[config.mk]
export PLATFORM = sky130hd
export DESIGN_NAME = reset_and_vector_table_map
export DESIGN_NICKNAME = d
export VERILOG_FILES = /design/src/verilog/vector_map_pkg.sv /design/src/verilog/reset_and_vector_table_map.sv /design/src/verilog/vector_priority_pick.sv
export SDC_FILE = /design/constraint.sdc
export NUM_CORES = 1
export LEC_CHECK = 0
export BUFFER_PORTS_ARGS = -buffer_cell sky130_fd_sc_hd__buf_4
export CORE_MARGIN = 10
export CORE_UTILIZATION = 42
export DETAILED_ROUTE_END_ITERATION = 6
export GPL_TIMING_DRIVEN = 0
export HOLD_SLACK_MARGIN = 0.08
export PLACE_DENSITY_LB_ADDON = 0.3
export SETUP_SLACK_MARGIN = 0.05
export SLEW_MARGIN = 25
export SYNTH_ARGS = -nofsm -noshare
export SYNTH_HDL_FRONTEND = slang
export SYNTH_SLANG_ARGS = --single-unit
[constraint.sdc]
create_clock -name core_clk -period 1.3 [get_ports core_clk]
set_input_delay 0.39 -clock core_clk [delete_from_list [all_inputs] [get_ports core_clk]]
set_output_delay 0.39 -clock core_clk [all_outputs]
set_load 0.03 [all_outputs]
[src/verilog/vector_map_pkg.sv]
// Purpose: shared constants and carriers for the reset and vector map block
// Assumes: word addresses step by two, as in program memory
// Notes: trap entries occupy vector numbers 0 to 7, interrupts 8 to 125
package vector_map_pkg;
    localparam int ADDR_W = 24;
    localparam int NUM_TRAP = 8;
    localparam int NUM_IRQ = 118;
    localparam int NUM_VEC = NUM_TRAP + NUM_IRQ;
    localparam int VNUM_W = 7;

    typedef logic [ADDR_W-1:0] prog_addr_t;

    localparam prog_addr_t RESET_ADDR = 24'h000000;
    localparam prog_addr_t GOTO_TARGET_ADDR = 24'h000002;
    localparam prog_addr_t PRIMARY_BASE = 24'h000004;
    localparam prog_addr_t ALT_BASE = 24'h000104;
    localparam prog_addr_t PRI_IRQ_FIRST = 24'h000014;
    localparam prog_addr_t PRI_IRQ_LAST = 24'h0000fe;
    localparam prog_addr_t PRI_RSVD_A = 24'h000100;
    localparam prog_addr_t PRI_RSVD_B = 24'h000102;
    localparam prog_addr_t ALT_IRQ_FIRST = 24'h000114;
    localparam prog_addr_t ALT_IRQ_LAST = 24'h0001fe;
    localparam prog_addr_t USER_CODE_ADDR = 24'h000200;

    // trap slots: 0 reserved, 1 osc fail, 2 address, 3 stack, 4 math, 5..7 reserved
    localparam logic [VNUM_W-1:0] TRAP_OSC_FAIL = 7'h01;
    localparam logic [VNUM_W-1:0] TRAP_MATH = 7'h04;
    localparam logic [VNUM_W-1:0] IRQ_VEC0 = 7'h08;
    localparam logic [NUM_TRAP-1:0] TRAP_IMPL = 8'h1e;

    typedef struct packed {
        logic valid;
        logic [VNUM_W-1:0] num;
        prog_addr_t addr;
    } vec_out_s;
endpackage

[src/verilog/reset_and_vector_table_map.sv]
// Purpose: restart sequencing and vector fetch address generation for the core
// Assumes: requests and select come from logic on core_clk; rst merges all reset sources
// Notes: fetch_valid holds until fetch_taken; a dispatch answer is a one-cycle pulse
`timescale 1ns/100ps
module reset_and_vector_table_map #(
    parameter logic [vector_map_pkg::NUM_IRQ-1:0] IRQ_IMPL = {vector_map_pkg::NUM_IRQ{1'b1}}
) (
    input wire logic core_clk,
    input wire logic rst,
    input wire logic alt_table_select,
    input wire logic [3:0] trap_req,
    input wire logic [vector_map_pkg::NUM_IRQ-1:0] irq_req,
    input wire logic dispatch_req,
    input wire logic fetch_taken,
    output logic fetch_valid,
    output vector_map_pkg::prog_addr_t fetch_addr,
    output vector_map_pkg::prog_addr_t pc_out,
    output logic core_running,
    output logic vec_valid,
    output logic [vector_map_pkg::VNUM_W-1:0] vec_num,
    output vector_map_pkg::prog_addr_t vec_addr
);
    typedef enum logic [1:0] {
        ST_FIRST_FETCH,
        ST_RUN
    } seq_e;

    typedef struct packed {
        seq_e state;
        vector_map_pkg::prog_addr_t pc;
        logic fetch_valid;
        logic running;
        vector_map_pkg::vec_out_s vec;
    } state_s;

    localparam logic [vector_map_pkg::NUM_VEC-1:0] VEC_IMPL = {IRQ_IMPL, vector_map_pkg::TRAP_IMPL};

    function automatic vector_map_pkg::prog_addr_t vec_fetch_addr(input logic alt,
                                                                  input logic [vector_map_pkg::VNUM_W-1:0] num);
        vector_map_pkg::prog_addr_t base;
        base = alt ? vector_map_pkg::ALT_BASE : vector_map_pkg::PRIMARY_BASE;
        return base + {16'h0000, num, 1'b0};
    endfunction

    function automatic logic [vector_map_pkg::NUM_VEC-1:0] below_mask(input logic [vector_map_pkg::VNUM_W-1:0] num);
        logic [vector_map_pkg::NUM_VEC-1:0] m;
        m = '0;
        for (int i = 0; i < vector_map_pkg::NUM_VEC; i++) begin
            m[i] = (i < int'(num));
        end
        return m;
    endfunction

    state_s cur_reg;
    state_s cur_next;
    logic [vector_map_pkg::NUM_VEC-1:0] pending;
    logic pick_found;
    logic [vector_map_pkg::VNUM_W-1:0] pick_index;

    // trap slots 1..4 carry the four trap requests; unimplemented slots never reach the picker
    assign pending = {irq_req, 3'b000, trap_req, 1'b0} & VEC_IMPL;

    vector_priority_pick #(
        .N(vector_map_pkg::NUM_VEC)
    ) u_pick (
        .pending(pending),
        .found(pick_found),
        .index(pick_index)
    );

    always_comb begin
        cur_next = cur_reg;
        cur_next.vec.valid = 1'b0;
        case (cur_reg.state)
            ST_FIRST_FETCH: begin
                // no vector dispatch here: restart runs apart from interrupt handling
                cur_next.fetch_valid = 1'b1;
                if (cur_reg.fetch_valid && fetch_taken) begin
                    cur_next.fetch_valid = 1'b0;
                    cur_next.pc = vector_map_pkg::GOTO_TARGET_ADDR;
                    cur_next.running = 1'b1;
                    cur_next.state = ST_RUN;
                end
            end
            ST_RUN: begin
                if (dispatch_req && pick_found) begin
                    cur_next.vec.valid = 1'b1;
                    cur_next.vec.num = pick_index;
                    cur_next.vec.addr = vec_fetch_addr(alt_table_select, pick_index);
                end
            end
            default: begin
                cur_next.running = 1'b0;
                cur_next.state = ST_FIRST_FETCH;
            end
        endcase
    end

    always_ff @(posedge core_clk or posedge rst) begin
        if (rst) begin
            // everything cleared; pc held at the reset location
            cur_reg.state <= ST_FIRST_FETCH;
            cur_reg.pc <= vector_map_pkg::RESET_ADDR;
            cur_reg.fetch_valid <= 1'b0;
            cur_reg.running <= 1'b0;
            cur_reg.vec.valid <= 1'b0;
            cur_reg.vec.num <= '0;
            cur_reg.vec.addr <= vector_map_pkg::RESET_ADDR;
        end else begin
            cur_reg <= cur_next;
        end
    end

    always_comb begin
        fetch_valid = cur_reg.fetch_valid;
        fetch_addr = cur_reg.pc;
        pc_out = cur_reg.pc;
        core_running = cur_reg.running;
        vec_valid = cur_reg.vec.valid;
        vec_num = cur_reg.vec.num;
        vec_addr = cur_reg.vec.addr;
    end
endmodule // reset_and_vector_table_map

[src/verilog/vector_priority_pick.sv]
// Purpose: picks the lowest-numbered pending vector
// Assumes: pending is already masked with the implemented set
// Notes: purely combinational
`timescale 1ns/100ps
module vector_priority_pick #(
    parameter int N = vector_map_pkg::NUM_VEC
) (
    input wire logic [N-1:0] pending,
    output logic found,
    output logic [vector_map_pkg::VNUM_W-1:0] index
);
    always_comb begin
        found = 1'b0;
        index = '0;
        // scan downward so the lowest set position is the one left standing
        for (int i = N - 1; i >= 0; i--) begin
            if (pending[i]) begin
                found = 1'b1;
                index = vector_map_pkg::VNUM_W'(i);
            end
        end
    end
endmodule // vector_priority_pick
### Word-level counts from Yosys, hierarchy flattened

Index checks and enable logic that the tools add are counted.

| word-level totals | value |
|---|---|
| bits in registers | 37 |
| logic and storage cells | 267 |
| input port bits | 127 |
| output and inout port bits | 82 |

| operators by class | value |
|---|---|
| reduce and logical (&&, ||, !) cells | 6 |
| bitwise operators | 1 |
| add/subtract/negate cells | 1 |
| mux-type cells | 250 |
| eq/ne operators | 2 |

Operators with widths:

| kind | count |
|---|---|
| 7-bit two-way mux | 122 |
| 1-bit two-way mux | 122 |
| 32-bit two-way mux | 2 |
| 28-bit two-way mux | 1 |
| 9-bit by 8-bit adder with 10-bit output | 1 |
| 9-bit two-way mux | 1 |
| 2-bit AND reduction | 3 |
| 2-bit one-hot mux with 2 select lines | 1 |
| 2-bit by 1-bit == test with 1-bit output, second input constant | 1 |
| 1-bit logical AND | 2 |
| 2-bit logical NOT | 1 |
| 2-bit != test, second input constant | 1 |
| 1-bit one-hot mux with 2 select lines | 1 |
| 1-bit NOT | 1 |

### Depth between registers and ports, before layout

Gate-level depths: netlist of run 1.

| logic depth | value |
|---|---|
| depth in word-level cells | 125 |
| depth in mapped cells | 13 |
| depth with buffers taken out | 13 |

### Modules after synthesis

A second synthesis of run 1 with hierarchy kept.

| unflattened totals | value |
|---|---|
| cell total of the unflattened synthesis | 440 |
| area, all modules | 2,959.1 µm² |

By module, submodules not included:

| module | seq. area each (µm²) | cells each | instances | area an instance (µm²) |
|---|---|---|---|---|
| vector_priority_pick | 0.0 | 294 | 1 | 1,691.6 |
| reset_and_vector_table_map | 475.5 | 146 | 1 | 1,267.5 |

### Least setup slack after synthesis of run 1

No wires, ideal clock.

| timing path | value |
|---|---|
| path kind | input-to-reg |
| from | input irq_req[112] (netlist bit) |
| to | register cur_reg (netlist bit vec_addr[8]) |
| stages on the path | 13 |
| slack | -1,384 ps |
| path buffers | 0 |
| arrival | 2,562 ps |
| cell sequence | or4_1 o211ai_1 a31oi_1 o31ai_1 a31oi_1 nor2_1 nor2_1 nor2_1 ha_1 nand2_1 nor3_1 mux2i_1 nand2_1 |

| between the ends | value |
|---|---|
| elaborated cells between the ends (all ways) | 237 |
| classes of those cells | add/sub (1); mux (234); reduce/logical (2) |

RTL lines:

| element | line | source |
|---|---|---|
| start, declared | reset_and_vector_table_map.sv:12 | `input wire logic [vector_map_pkg::NUM_IRQ-1:0] irq_req,` |
| 7-bit two-way mux (117 in series) | vector_priority_pick.sv:17 | `if (pending[i]) begin` |
| net pick_index, one bit | reset_and_vector_table_map.sv:58 | `logic [vector_map_pkg::VNUM_W-1:0] pick_index;` |
| 9-bit by 8-bit adder with 10-bit output | reset_and_vector_table_map.sv:42 | `return base + {16'h0000, num, 1'b0};` |
| end signal, assigned | reset_and_vector_table_map.sv:110 | `cur_reg <= cur_next;` |
| end, declared | reset_and_vector_table_map.sv:54 | `state_s cur_reg;` |

The timed path passes the listed nets, and every way through them passes these cells.
A chain may end at the register's enable or synchronous reset.

### Final worst setup path of run 1

Ends and elaborated chain as after synthesis.

==> results of run 1 <==
==> power breakdown <==
part	internal [mW]	total [mW]	leakage (nW)	switching, mW
registers	0.631	0.663	0.235	0.0325
logic	0.669	1.53	2.03	0.859
clock network	0.218	0.413	0.0228	0.195
total	1.52	2.60	2.29	1.09
==> worst reg2reg max path: cells and delay by family, from the launching register on <==
family	cells	cell delay, ns
flip-flops	1	0.42
AO/OA/AOI/OAI	1	0.16
buffers and inverters	2	0.21
AND/OR/NAND/NOR	3	0.35
==> placed cells by master (no fill, tap or decap), types with 10 or more instances in the layout <==
cell     count
o31ai_1     10
nor4_1      19
nor2_1      48
nand2_1     25
conb_1      61
nor4_2      13
o21ai_0     18
nand2_2     10
buf_4      214
buf_6       17
a21oi_1     25
nor3_1      19
dfrtp_1     18
nor4_4      18
inv_1       23
nand4_1     10
==> path summary, 6_finish.rpt <==
path                                          start                       end  slack [ns]
setup / recovery                       irq_req[112]   vec_addr[8]$_DFFE_PP0P_       -1.40
hold reg to reg             vec_addr[9]$_DFFE_PP0P_   vec_addr[9]$_DFFE_PP0P_        0.49
max in group asynchronous                       rst  core_running$_DFFE_PP0P_        0.55
setup reg to reg           core_running$_DFFE_PP0P_   vec_addr[8]$_DFFE_PP0P_        0.05
min in group core_clk                   trap_req[0]    vec_num[1]$_DFFE_PP0P_        0.39
hold / removal                                  rst   vec_addr[7]$_DFFE_PP0P_        0.25
==> repair_timing <==
item | 4_1_cts | 5_1_grt
pin swaps | 15 | 15
endpoints found under the setup margin | 19 | 21
endpoints found under the hold margin | 0 | 0
setup buffers | 14 | 11
cloned | 2 | 0
resized for setup | 32 | 38
==> state kept, by name, indices dropped and copies added (netlist names) <==
register and flops:
fetch_addr 1, core_running 1, vec_num 7, vec_addr 8, vec_valid 1, fetch_valid 1
==> stage by stage <==
step                cells  hold slack, ns
CTS                   754           0.272
floorplan             491           0.341
finish                762           0.248
global placement      734           0.461
detailed placement    734           0.479
global route          762           0.317
==> area by class of cell <==
class	count	share of cell area, %
inverters	24	1.78
flip-flops and latches	19	9.17
repair buffers	171	26.3
well taps	96	2.31
plain buffers	65	9.81
clock buffers	4	0.866
multi-input cells	383	49.8
==> routing by layer <==
| layer | routed length, um | part of all wire (%) |
|---|---|---|
| met2 | 6470 | 53 |
| met1 | 4370 | 36 |
| met5 | 0 | 0 |
| met3 | 1080 | 8.8 |
| met4 | 321 | 2.6 |
==> cell families after synthesis <==
| logic type | after synthesis | share of synthesized area, % |
|---|---|---|
| xor+xnor | 2 | 0.599 |
| mux | 2 | 0.727 |
| buf+inv | 89 | 19.5 |
| other cells | 1 | 0.128 |
| simple gates | 208 | 38.0 |
| flops | 19 | 16.3 |
| fa+ha+maj | 1 | 0.428 |
| compound gates | 109 | 24.3 |
==> results.sh, run 1 <==
export IMPL_numCtsBuffers=3
export IMPL_grt_pass1_vias=4084
export IMPL_crit_arrival_ns=2.85
export IMPL_syn_area_sq_um=2930
export IMPL_max_freq_mhz=371
export IMPL_fin_nets=795
export IMPL_crit_buf_inv=1
export IMPL_cp_top_family="simple AND/OR/NAND/NOR gates"
export IMPL_maxCapViolations=0
export IMPL_syn_inst=431
export IMPL_core_area_sq_um=6790
export IMPL_initial_core_util_pct=43.1
export IMPL_cts_tree="built"
export IMPL_seqCellArea_sq_um=477
export IMPL_die_area_sq_um=10700
export IMPL_hold_buffers=0
export IMPL_n_antenna_cell=0
export IMPL_final_util_pct=76.6
export IMPL_hp_class="input port to asynchronous set/reset pin"
export IMPL_drv_slew=0
export IMPL_antenna_found_initial=0
export IMPL_cp_cell_sequence="buf_6 > or4_4 > o211ai_1 > a31oi_1 > o31ai_2 > a31oi_2 > nor2_1 > nor2_2 > nor2_2 > ha_4 > nand2_2 > nor3_4 > mux2i_1 > nand2_1"
export IMPL_fin_area_sq_um=5200
export IMPL_finalWirelength_mm=12.2
export IMPL_synth_largest_area_cell="dfrtp_1"
export IMPL_areaGrowthSynthToFinish_pct=77.8
export IMPL_drt_pass1_iter_count=5
export IMPL_p_leak_nw=2.29
export IMPL_use_met2_pct=39.4
export IMPL_wire_per_inst_um=16.1
export IMPL_use_met3_pct=5.58
export IMPL_ys_top_cells_by_area="dfrtp_1 16%, buf_4 16%, nor4_1 9.6%, nor2_1 6.7%, a21oi_1 4.6%"
export IMPL_hold_viol_final=0
export IMPL_top_usage_layer="met2"
export IMPL_setup_slack_ns=-1.40
export IMPL_p_total_mw=2.60
export IMPL_ys_top_cells_by_count="63 x buf_4, 52 x nor2_1, 45 x nor4_1"
export IMPL_fin_crit_ns=2.70
export IMPL_crit_fanout=2
export IMPL_grt_usage_pct=21.0
export IMPL_synth_seq_cells=19
export IMPL_met1_usage_pct=22.1
export IMPL_reg2regPathDepth=6
export IMPL_grt_setup_unrepaired="yes"
export IMPL_routabilityCongestion=0.921
export IMPL_cts_root_buf="clkbuf_8"
export IMPL_yosysWarnings=0
export IMPL_htreeDepth=1
export IMPL_seq_area_frac_synth_pct=16.3
export IMPL_ir_drop_v=0.000341
export IMPL_cts_buffer_depth=2
export IMPL_numPortBuffers=147
export IMPL_crit_slowest_cell="or4_4"
export IMPL_grt_pass1_wl_mm=18.5
export IMPL_critical_path_max_stage_delay_ns=0.53
export IMPL_rows=30
export IMPL_tns_ns=-13.90
export IMPL_crit_path_start_kind="input port"
export IMPL_tightestPinTransition_ns=0.711
export IMPL_die_h_um=103
export IMPL_synth_ff_type="dfrtp_1"
export IMPL_synth_top_area_share_pct=16.3
export IMPL_num_fill_cells=492
export IMPL_violations="setup timing"
export IMPL_drc_errors=0
export IMPL_dp_hpwl_mm=10.3
export IMPL_initialDrtViolationCount=141
export IMPL_viasPerCell=5.31
export IMPL_ant_nets=0
export IMPL_ys_async_sr_fraction_pct=100
export IMPL_layout_drive_gt1_share_pct=47.0
export IMPL_synth_edf_count=0
export IMPL_io_pins=209
export IMPL_skew_ns=0.00621
export IMPL_dpl_instance_area_sq_um=4670
export IMPL_status="finished with violations"
export IMPL_crit_required_ns=1.45
export IMPL_multiInputGateArea_sq_um=2590
export IMPL_detailedPlace_worstSlack_ns=-1.81
export IMPL_avgSynthCellArea_sq_um=6.79
export IMPL_insertion_delay_ns=0.26
export IMPL_vias=4044
export IMPL_yosysMostFrequentCell="buf_4"
export IMPL_power_density_nw_per_um2=501
export IMPL_grt_max_degree=20
export IMPL_globalRouteOverflowTotal=0
export IMPL_clkTransAtPathRegs_ns=0.07
export IMPL_worstSetupPathType="input port to flip-flop"
export IMPL_yosys_cell_types_count=52
export IMPL_worst_path_stages=14
export IMPL_endpoint_kind="flip-flop"
export IMPL_path_common_cell="nor2_2"
export IMPL_die_x_um=103
export IMPL_timing_max_slew_rel_slack_pct=52.6
export IMPL_setup_viol=18
export IMPL_cts_sinks=19
export IMPL_fin_crit_sh_pct=207
Power figures use the tool's default switching activity.
==> inputs of run 2 (changes only) <==
--- a/config.mk
+++ b/config.mk
@@ -17,3 +17,4 @@
 export SYNTH_ARGS = -nofsm -noshare
 export SYNTH_HDL_FRONTEND = slang
 export SYNTH_SLANG_ARGS = --single-unit
+export TNS_END_PERCENT = 10
==> results.sh, run 2 (same netlist as run 1, synthesis figures left out) <==
export IMPL_status="finished with violations"
export IMPL_violations="setup timing"
export IMPL_top_layer_used="met4"
export IMPL_cts_sinks=19
export IMPL_hold_viol_final=0
export IMPL_dp_hpwl_mm=10.1
export IMPL_tns_ns=-16.22
export IMPL_setup_viol=17
export IMPL_tightestPinTransition_ns=0.703
export IMPL_final_cell_mix="211 x buf_4, 61 x conb_1, 49 x nor2_1"
export IMPL_crit_fanout=2
export IMPL_fin_crit_sh_pct=214
export IMPL_insertion_delay_ns=0.25
export IMPL_rows=30
export IMPL_vias=3978
export IMPL_grt_setup_unrepaired="yes"
export IMPL_hold_slack_ns=0.252
export IMPL_initialDrtViolationCount=172
export IMPL_skew_ns=0.000615
export IMPL_crit_arrival_ns=2.92
export IMPL_hp_class="input port to asynchronous set/reset pin"
export IMPL_viasPerCell=5.33
export IMPL_dpl_instance_area_sq_um=4380
export IMPL_worstSetupPathType="input port to flip-flop"
export IMPL_endpoint_kind="flip-flop"
export IMPL_p_leak_nw=2.14
export IMPL_dr_wl_met2_mm=6.35
export IMPL_num_fill_cells=553
export IMPL_cts_root_buf="clkbuf_8"
export IMPL_timing_max_slew_rel_slack_pct=53.1
export IMPL_cts_buffer_depth=2
export IMPL_crit_slowest_cell="or4_4"
export IMPL_globalRouteOverflowTotal=0
export IMPL_setup_slack_ns=-1.48
export IMPL_drv_slew=0
export IMPL_power_density_nw_per_um2=518
export IMPL_crit_buf_inv=1
export IMPL_core_area_sq_um=6790
export IMPL_finalWirelength_mm=12.1
export IMPL_crit_required_ns=1.44
export IMPL_detailedPlace_worstSlack_ns=-1.95
export IMPL_grt_max_degree=20
export IMPL_die_x_um=103
export IMPL_numCtsBuffers=3
export IMPL_htreeDepth=1
export IMPL_wl_met1_mm=4.21
export IMPL_grt_pass1_wl_mm=17.9
export IMPL_layout_drive_gt1_share_pct=41.7
export IMPL_largest_reg_flops=8
export IMPL_maxCapViolations=0
export IMPL_cp_cell_sequence="buf_6 > or4_4 > o211ai_1 > a31oi_1 > o31ai_2 > a31oi_2 > nor2_2 > nor2_2 > nor2_2 > ha_4 > nand2_2 > nor3_4 > mux2i_1 > nand2_1"
export IMPL_die_h_um=103
export IMPL_wire_per_inst_um=16.3
export IMPL_n_antenna_cell=0
export IMPL_fin_nets=779
export IMPL_cts_tree="built"
export IMPL_max_freq_mhz=360
export IMPL_drc_errors=0
export IMPL_numPortBuffers=147
export IMPL_fin_area_sq_um=4820
export IMPL_clkTransAtPathRegs_ns=0.07
export IMPL_cp_top_family="simple AND/OR/NAND/NOR gates"
export IMPL_fin_crit_ns=2.78
export IMPL_grt_usage_pct=20.3
export IMPL_dr_wl_met3_mm=1.40
export IMPL_grt_pass1_vias=3988
export IMPL_layout_commonest_cell="buf_4"
export IMPL_routabilityCongestion=0.903
export IMPL_antenna_found_initial=0
export IMPL_critical_path_max_stage_delay_ns=0.53
export IMPL_io_pins=209
export IMPL_final_util_pct=70.9
export IMPL_areaGrowthSynthToFinish_pct=64.7
export IMPL_initial_core_util_pct=43.1
export IMPL_crit_path_start_kind="input port"
export IMPL_path_common_cell="nor2_2"
export IMPL_ir_drop_v=0.000366
export IMPL_ant_nets=0
export IMPL_hold_buffers=0
export IMPL_drt_pass1_iter_count=5
export IMPL_die_area_sq_um=10700
## run 2: changes by cell type in the layout (fill, tap and decap cells not counted), moves of 2 or more
| cell | previous run | this run |
|---|---|---|
| o21ai_2 | 4 | 2 |
| buf_6 | 17 | 7 |
| buf_8 | 4 | 0 |
| nor4_1 | 19 | 23 |
| nand2_2 | 10 | 1 |
| o21ai_0 | 18 | 20 |
| nor4_2 | 13 | 15 |
| a21oi_2 | 2 | 0 |
| nor2_4 | 2 | 0 |
| nor4_4 | 18 | 12 |
| a21oi_1 | 25 | 27 |
| buf_4 | 214 | 211 |
| nand2_1 | 25 | 34 |
## run 2: repair_timing
| item | 4_1_cts | 5_1_grt |
|---|---|---|
| pin swaps | 10 | 8 |
| setup endpoints to repair | 19 | 20 |
| resized for setup | 29 | 30 |
| setup buffers | 8 | 0 |
| gates cloned | 0 | 0 |
## run 2: worst paths after layout
kind / from / endpoint / slack, ns / cells past startpoint
setup reg to reg: core_running$_DFFE_PP0P_ / vec_addr[2]$_DFFE_PP0P_ / -0.12 / 5
hold / removal: rst / vec_addr[3]$_DFFE_PP0P_ / 0.25 / 2
setup / recovery: irq_req[113] / vec_addr[8]$_DFFE_PP0P_ / -1.48 / 14
max in group asynchronous: rst / core_running$_DFFE_PP0P_ / 0.56 / 2
min in group core_clk: fetch_taken / core_running$_DFFE_PP0P_ / 0.39 / 3
hold reg to reg: vec_num[3]$_DFFE_PP0P_ / vec_num[3]$_DFFE_PP0P_ / 0.49 / 2
## run 2: report_power, final
part,switching [mW],internal [mW]
registers,0.0272,0.631
clock network,0.184,0.217
logic,0.824,0.610
total,1.03,1.46
## run 2: final cells by class
cell class / instances / area, sq um / area share (%)
inverter: 24 / 90.1 / 1.87
multi-input combinational: 383 / 2410 / 50.1
sequential: 19 / 477 / 9.90
buffer: 65 / 492 / 10.2
tap: 96 / 120 / 2.49
clock buffer: 4 / 45.0 / 0.935
timing repair buffer: 155 / 1180 / 24.5
## run 2: stage by stage
stage	total power [mW]	instances
final	2.49	746
after global routing	2.63	746
after CTS	2.41	746
after detailed placement	1.95	734
after global placement	1.93	734
after floorplan	1.38	491
## run 2: per-layer routing
metal  vias up  global-route usage, %
met5         -                      0
met4         0                   4.39
met3        18                   7.51
met2       213                   38.2
met1      1790                   20.7
li1       1957                      -
==> inputs of run 3 (changes only) <==
--- a/config.mk
+++ b/config.mk
@@ -7,11 +7,11 @@
 export LEC_CHECK = 0
 export BUFFER_PORTS_ARGS = -buffer_cell sky130_fd_sc_hd__buf_4
 export CORE_MARGIN = 10
-export CORE_UTILIZATION = 42
+export CORE_UTILIZATION = 32
 export DETAILED_ROUTE_END_ITERATION = 6
 export GPL_TIMING_DRIVEN = 0
 export HOLD_SLACK_MARGIN = 0.08
-export PLACE_DENSITY_LB_ADDON = 0.3
+export PLACE_DENSITY = 0.65
 export SETUP_SLACK_MARGIN = 0.05
 export SLEW_MARGIN = 25
 export SYNTH_ARGS = -nofsm -noshare
==> results.sh, run 3 (same netlist as run 1, synthesis figures left out) <==
export IMPL_status="finished with violations"
export IMPL_violations="setup timing"
export IMPL_hold_viol_final=0
export IMPL_layout_drive_gt1_share_pct=40.1
export IMPL_largest_reg_flops=8
export IMPL_tightestPinTransition_ns=0.731
export IMPL_crit_required_ns=1.44
export IMPL_drc_errors=0
export IMPL_viasPerCell=5.08
export IMPL_skew_ns=0.000566
export IMPL_grt_max_degree=20
export IMPL_die_area_sq_um=13400
export IMPL_initialDrtViolationCount=245
export IMPL_grt_usage_pct=16.5
export IMPL_layout_commonest_cell="buf_4"
export IMPL_initial_core_util_pct=33.2
export IMPL_clkPwrFrac_pct=16.7
export IMPL_hp_class="input port to asynchronous set/reset pin"
export IMPL_htreeDepth=1
export IMPL_power_density_nw_per_um2=519
export IMPL_rows=34
export IMPL_max_freq_mhz=370
export IMPL_netSwitchingFraction_pct=41.1
export IMPL_hold_slack_ns=0.260
export IMPL_grt_pass1_wl_mm=18.4
export IMPL_final_cell_mix="211 x buf_4, 61 x conb_1, 52 x nor2_1"
export IMPL_p_total_mw=2.45
export IMPL_routabilityCongestion=0.855
export IMPL_crit_path_start_kind="input port"
export IMPL_grt_setup_unrepaired="yes"
export IMPL_intPower_mw=1.44
export IMPL_crit_arrival_ns=2.85
export IMPL_setup_viol=17
export IMPL_maxCapViolations=0
export IMPL_timing_max_slew_rel_slack_pct=51.2
export IMPL_finalWirelength_mm=12.0
export IMPL_drt_pass1_iter_count=4
export IMPL_grt_pass1_vias=3872
export IMPL_worstSetupPathType="input port to flip-flop"
export IMPL_numPortBuffers=147
export IMPL_core_area_sq_um=8810
export IMPL_areaGrowthSynthToFinish_pct=61.5
export IMPL_cts_buffer_depth=2
export IMPL_seqCellArea_sq_um=475
export IMPL_fin_crit_ns=2.71
export IMPL_multiInputGateArea_sq_um=2310
export IMPL_ir_drop_v=0.000301
export IMPL_endpoint_kind="flip-flop"
export IMPL_dr_wl_met3_mm=1.43
export IMPL_io_pins=209
export IMPL_n_antenna_cell=0
export IMPL_die_x_um=116
export IMPL_ant_nets=0
export IMPL_antenna_found_initial=0
export IMPL_cts_root_buf="clkbuf_8"
export IMPL_setup_slack_ns=-1.41
export IMPL_cts_sinks=19
export IMPL_top_layer_used="met4"
export IMPL_p_sw_mw=1.01
export IMPL_fin_crit_sh_pct=208
export IMPL_wl_met1_mm=4.64
export IMPL_dp_cells=746
export IMPL_fin_nets=778
export IMPL_num_fill_cells=861
export IMPL_p_seq_share_pct=26.9
export IMPL_drv_slew=0
export IMPL_clkTransAtPathRegs_ns=0.07
export IMPL_globalRouteOverflowTotal=0
export IMPL_numCtsBuffers=3
export IMPL_die_h_um=116
export IMPL_insertion_delay_ns=0.25
export IMPL_power_frac_comb_pct=56.4
export IMPL_final_util_pct=53.6
export IMPL_crit_fanout=2
export IMPL_dp_hpwl_mm=10.5
export IMPL_wire_per_inst_um=15.8
export IMPL_cts_tree="built"
export IMPL_dr_wl_met2_mm=5.83
export IMPL_detailedPlace_worstSlack_ns=-1.97
export IMPL_post_layout_nonfiller_instances=757
export IMPL_p_leak_nw=2.14
export IMPL_vias=3847
run 3: cell types whose count changed in the layout (fill, tap and decap cells not counted), sizes merged:
| cell | before | now |
|---|---|---|
| buf | 218 | 217 |
run 3: worst max-delay path, cell delays in order:
cell      delay [ns]
buf_8           0.09
or4_4           0.53
o211ai_1        0.19
a31oi_1         0.13
o31ai_2         0.34
a31oi_2         0.16
nor2_1          0.11
nor2_1          0.06
nor2_1          0.09
ha_2            0.21
nand2_2         0.07
nor3_4          0.19
mux2i_1         0.21
nand2_1         0.06
run 3: final timing paths:
path / end / cells past startpoint / slack, ns / startpoint
worst max-delay path: vec_addr[8]$_DFFE_PP0P_ / 14 / -1.41 / irq_req[113]
worst min-delay path: vec_addr[9]$_DFFE_PP0P_ / 2 / 0.26 / rst
worst max register to register: vec_addr[5]$_DFFE_PP0P_ / 4 / -0.17 / core_running$_DFFE_PP0P_
worst min register to register: vec_num[1]$_DFFE_PP0P_ / 2 / 0.48 / vec_num[1]$_DFFE_PP0P_
max in group asynchronous: vec_num[1]$_DFFE_PP0P_ / 2 / 0.58 / rst
min in group core_clk: vec_num[1]$_DFFE_PP0P_ / 2 / 0.36 / trap_req[0]
run 3: cell type report:
class / instances / share of cell area [%]
timing repair buffer: 154 / 24.9
tap: 108 / 2.86
multi-input combinational: 383 / 49.0
clock buffer: 4 / 0.954
inverter: 24 / 1.91
sequential: 19 / 10.1
buffer: 65 / 10.4
run 3: metal layers:
metal | GRT usage [%] | up-vias
met1 | 18.3 | 1709
met4 | 1.83 | 0
met3 | 7.08 | 9
met2 | 29.6 | 174
li1 | - | 1955
met5 | 0 | -
run 3: repair_timing:
| item | 4_1_cts | 5_1_grt |
|---|---|---|
| setup endpoints to repair | 19 | 21 |
| hold buffers | 0 | 0 |
| setup buffers | 4 | 3 |
| pin swaps | 11 | 6 |
| gates resized for setup | 31 | 9 |
run 3: per-stage QoR:
step | area [sq um] | setup TNS, ns
floorplan | 3160 | -14.68
global placement | 4390 | -26.09
detailed placement | 4390 | -26.15
CTS | 4630 | -17.48
global route | 4720 | -19.35
finish | 4720 | -16.46
run 3: power by group through the flow:
| stage | combinational (mW) | sequential, mW | clock, mW |
|---|---|---|---|
| finish | 1.38 | 0.659 | 0.409 |
| global route | 1.49 | 0.665 | 0.442 |
| CTS | 1.35 | 0.659 | 0.413 |
| detailed placement | 1.29 | 0.669 | 0 |
| global placement | 1.28 | 0.668 | 0 |
| floorplan | 0.634 | 0.745 | 0 |
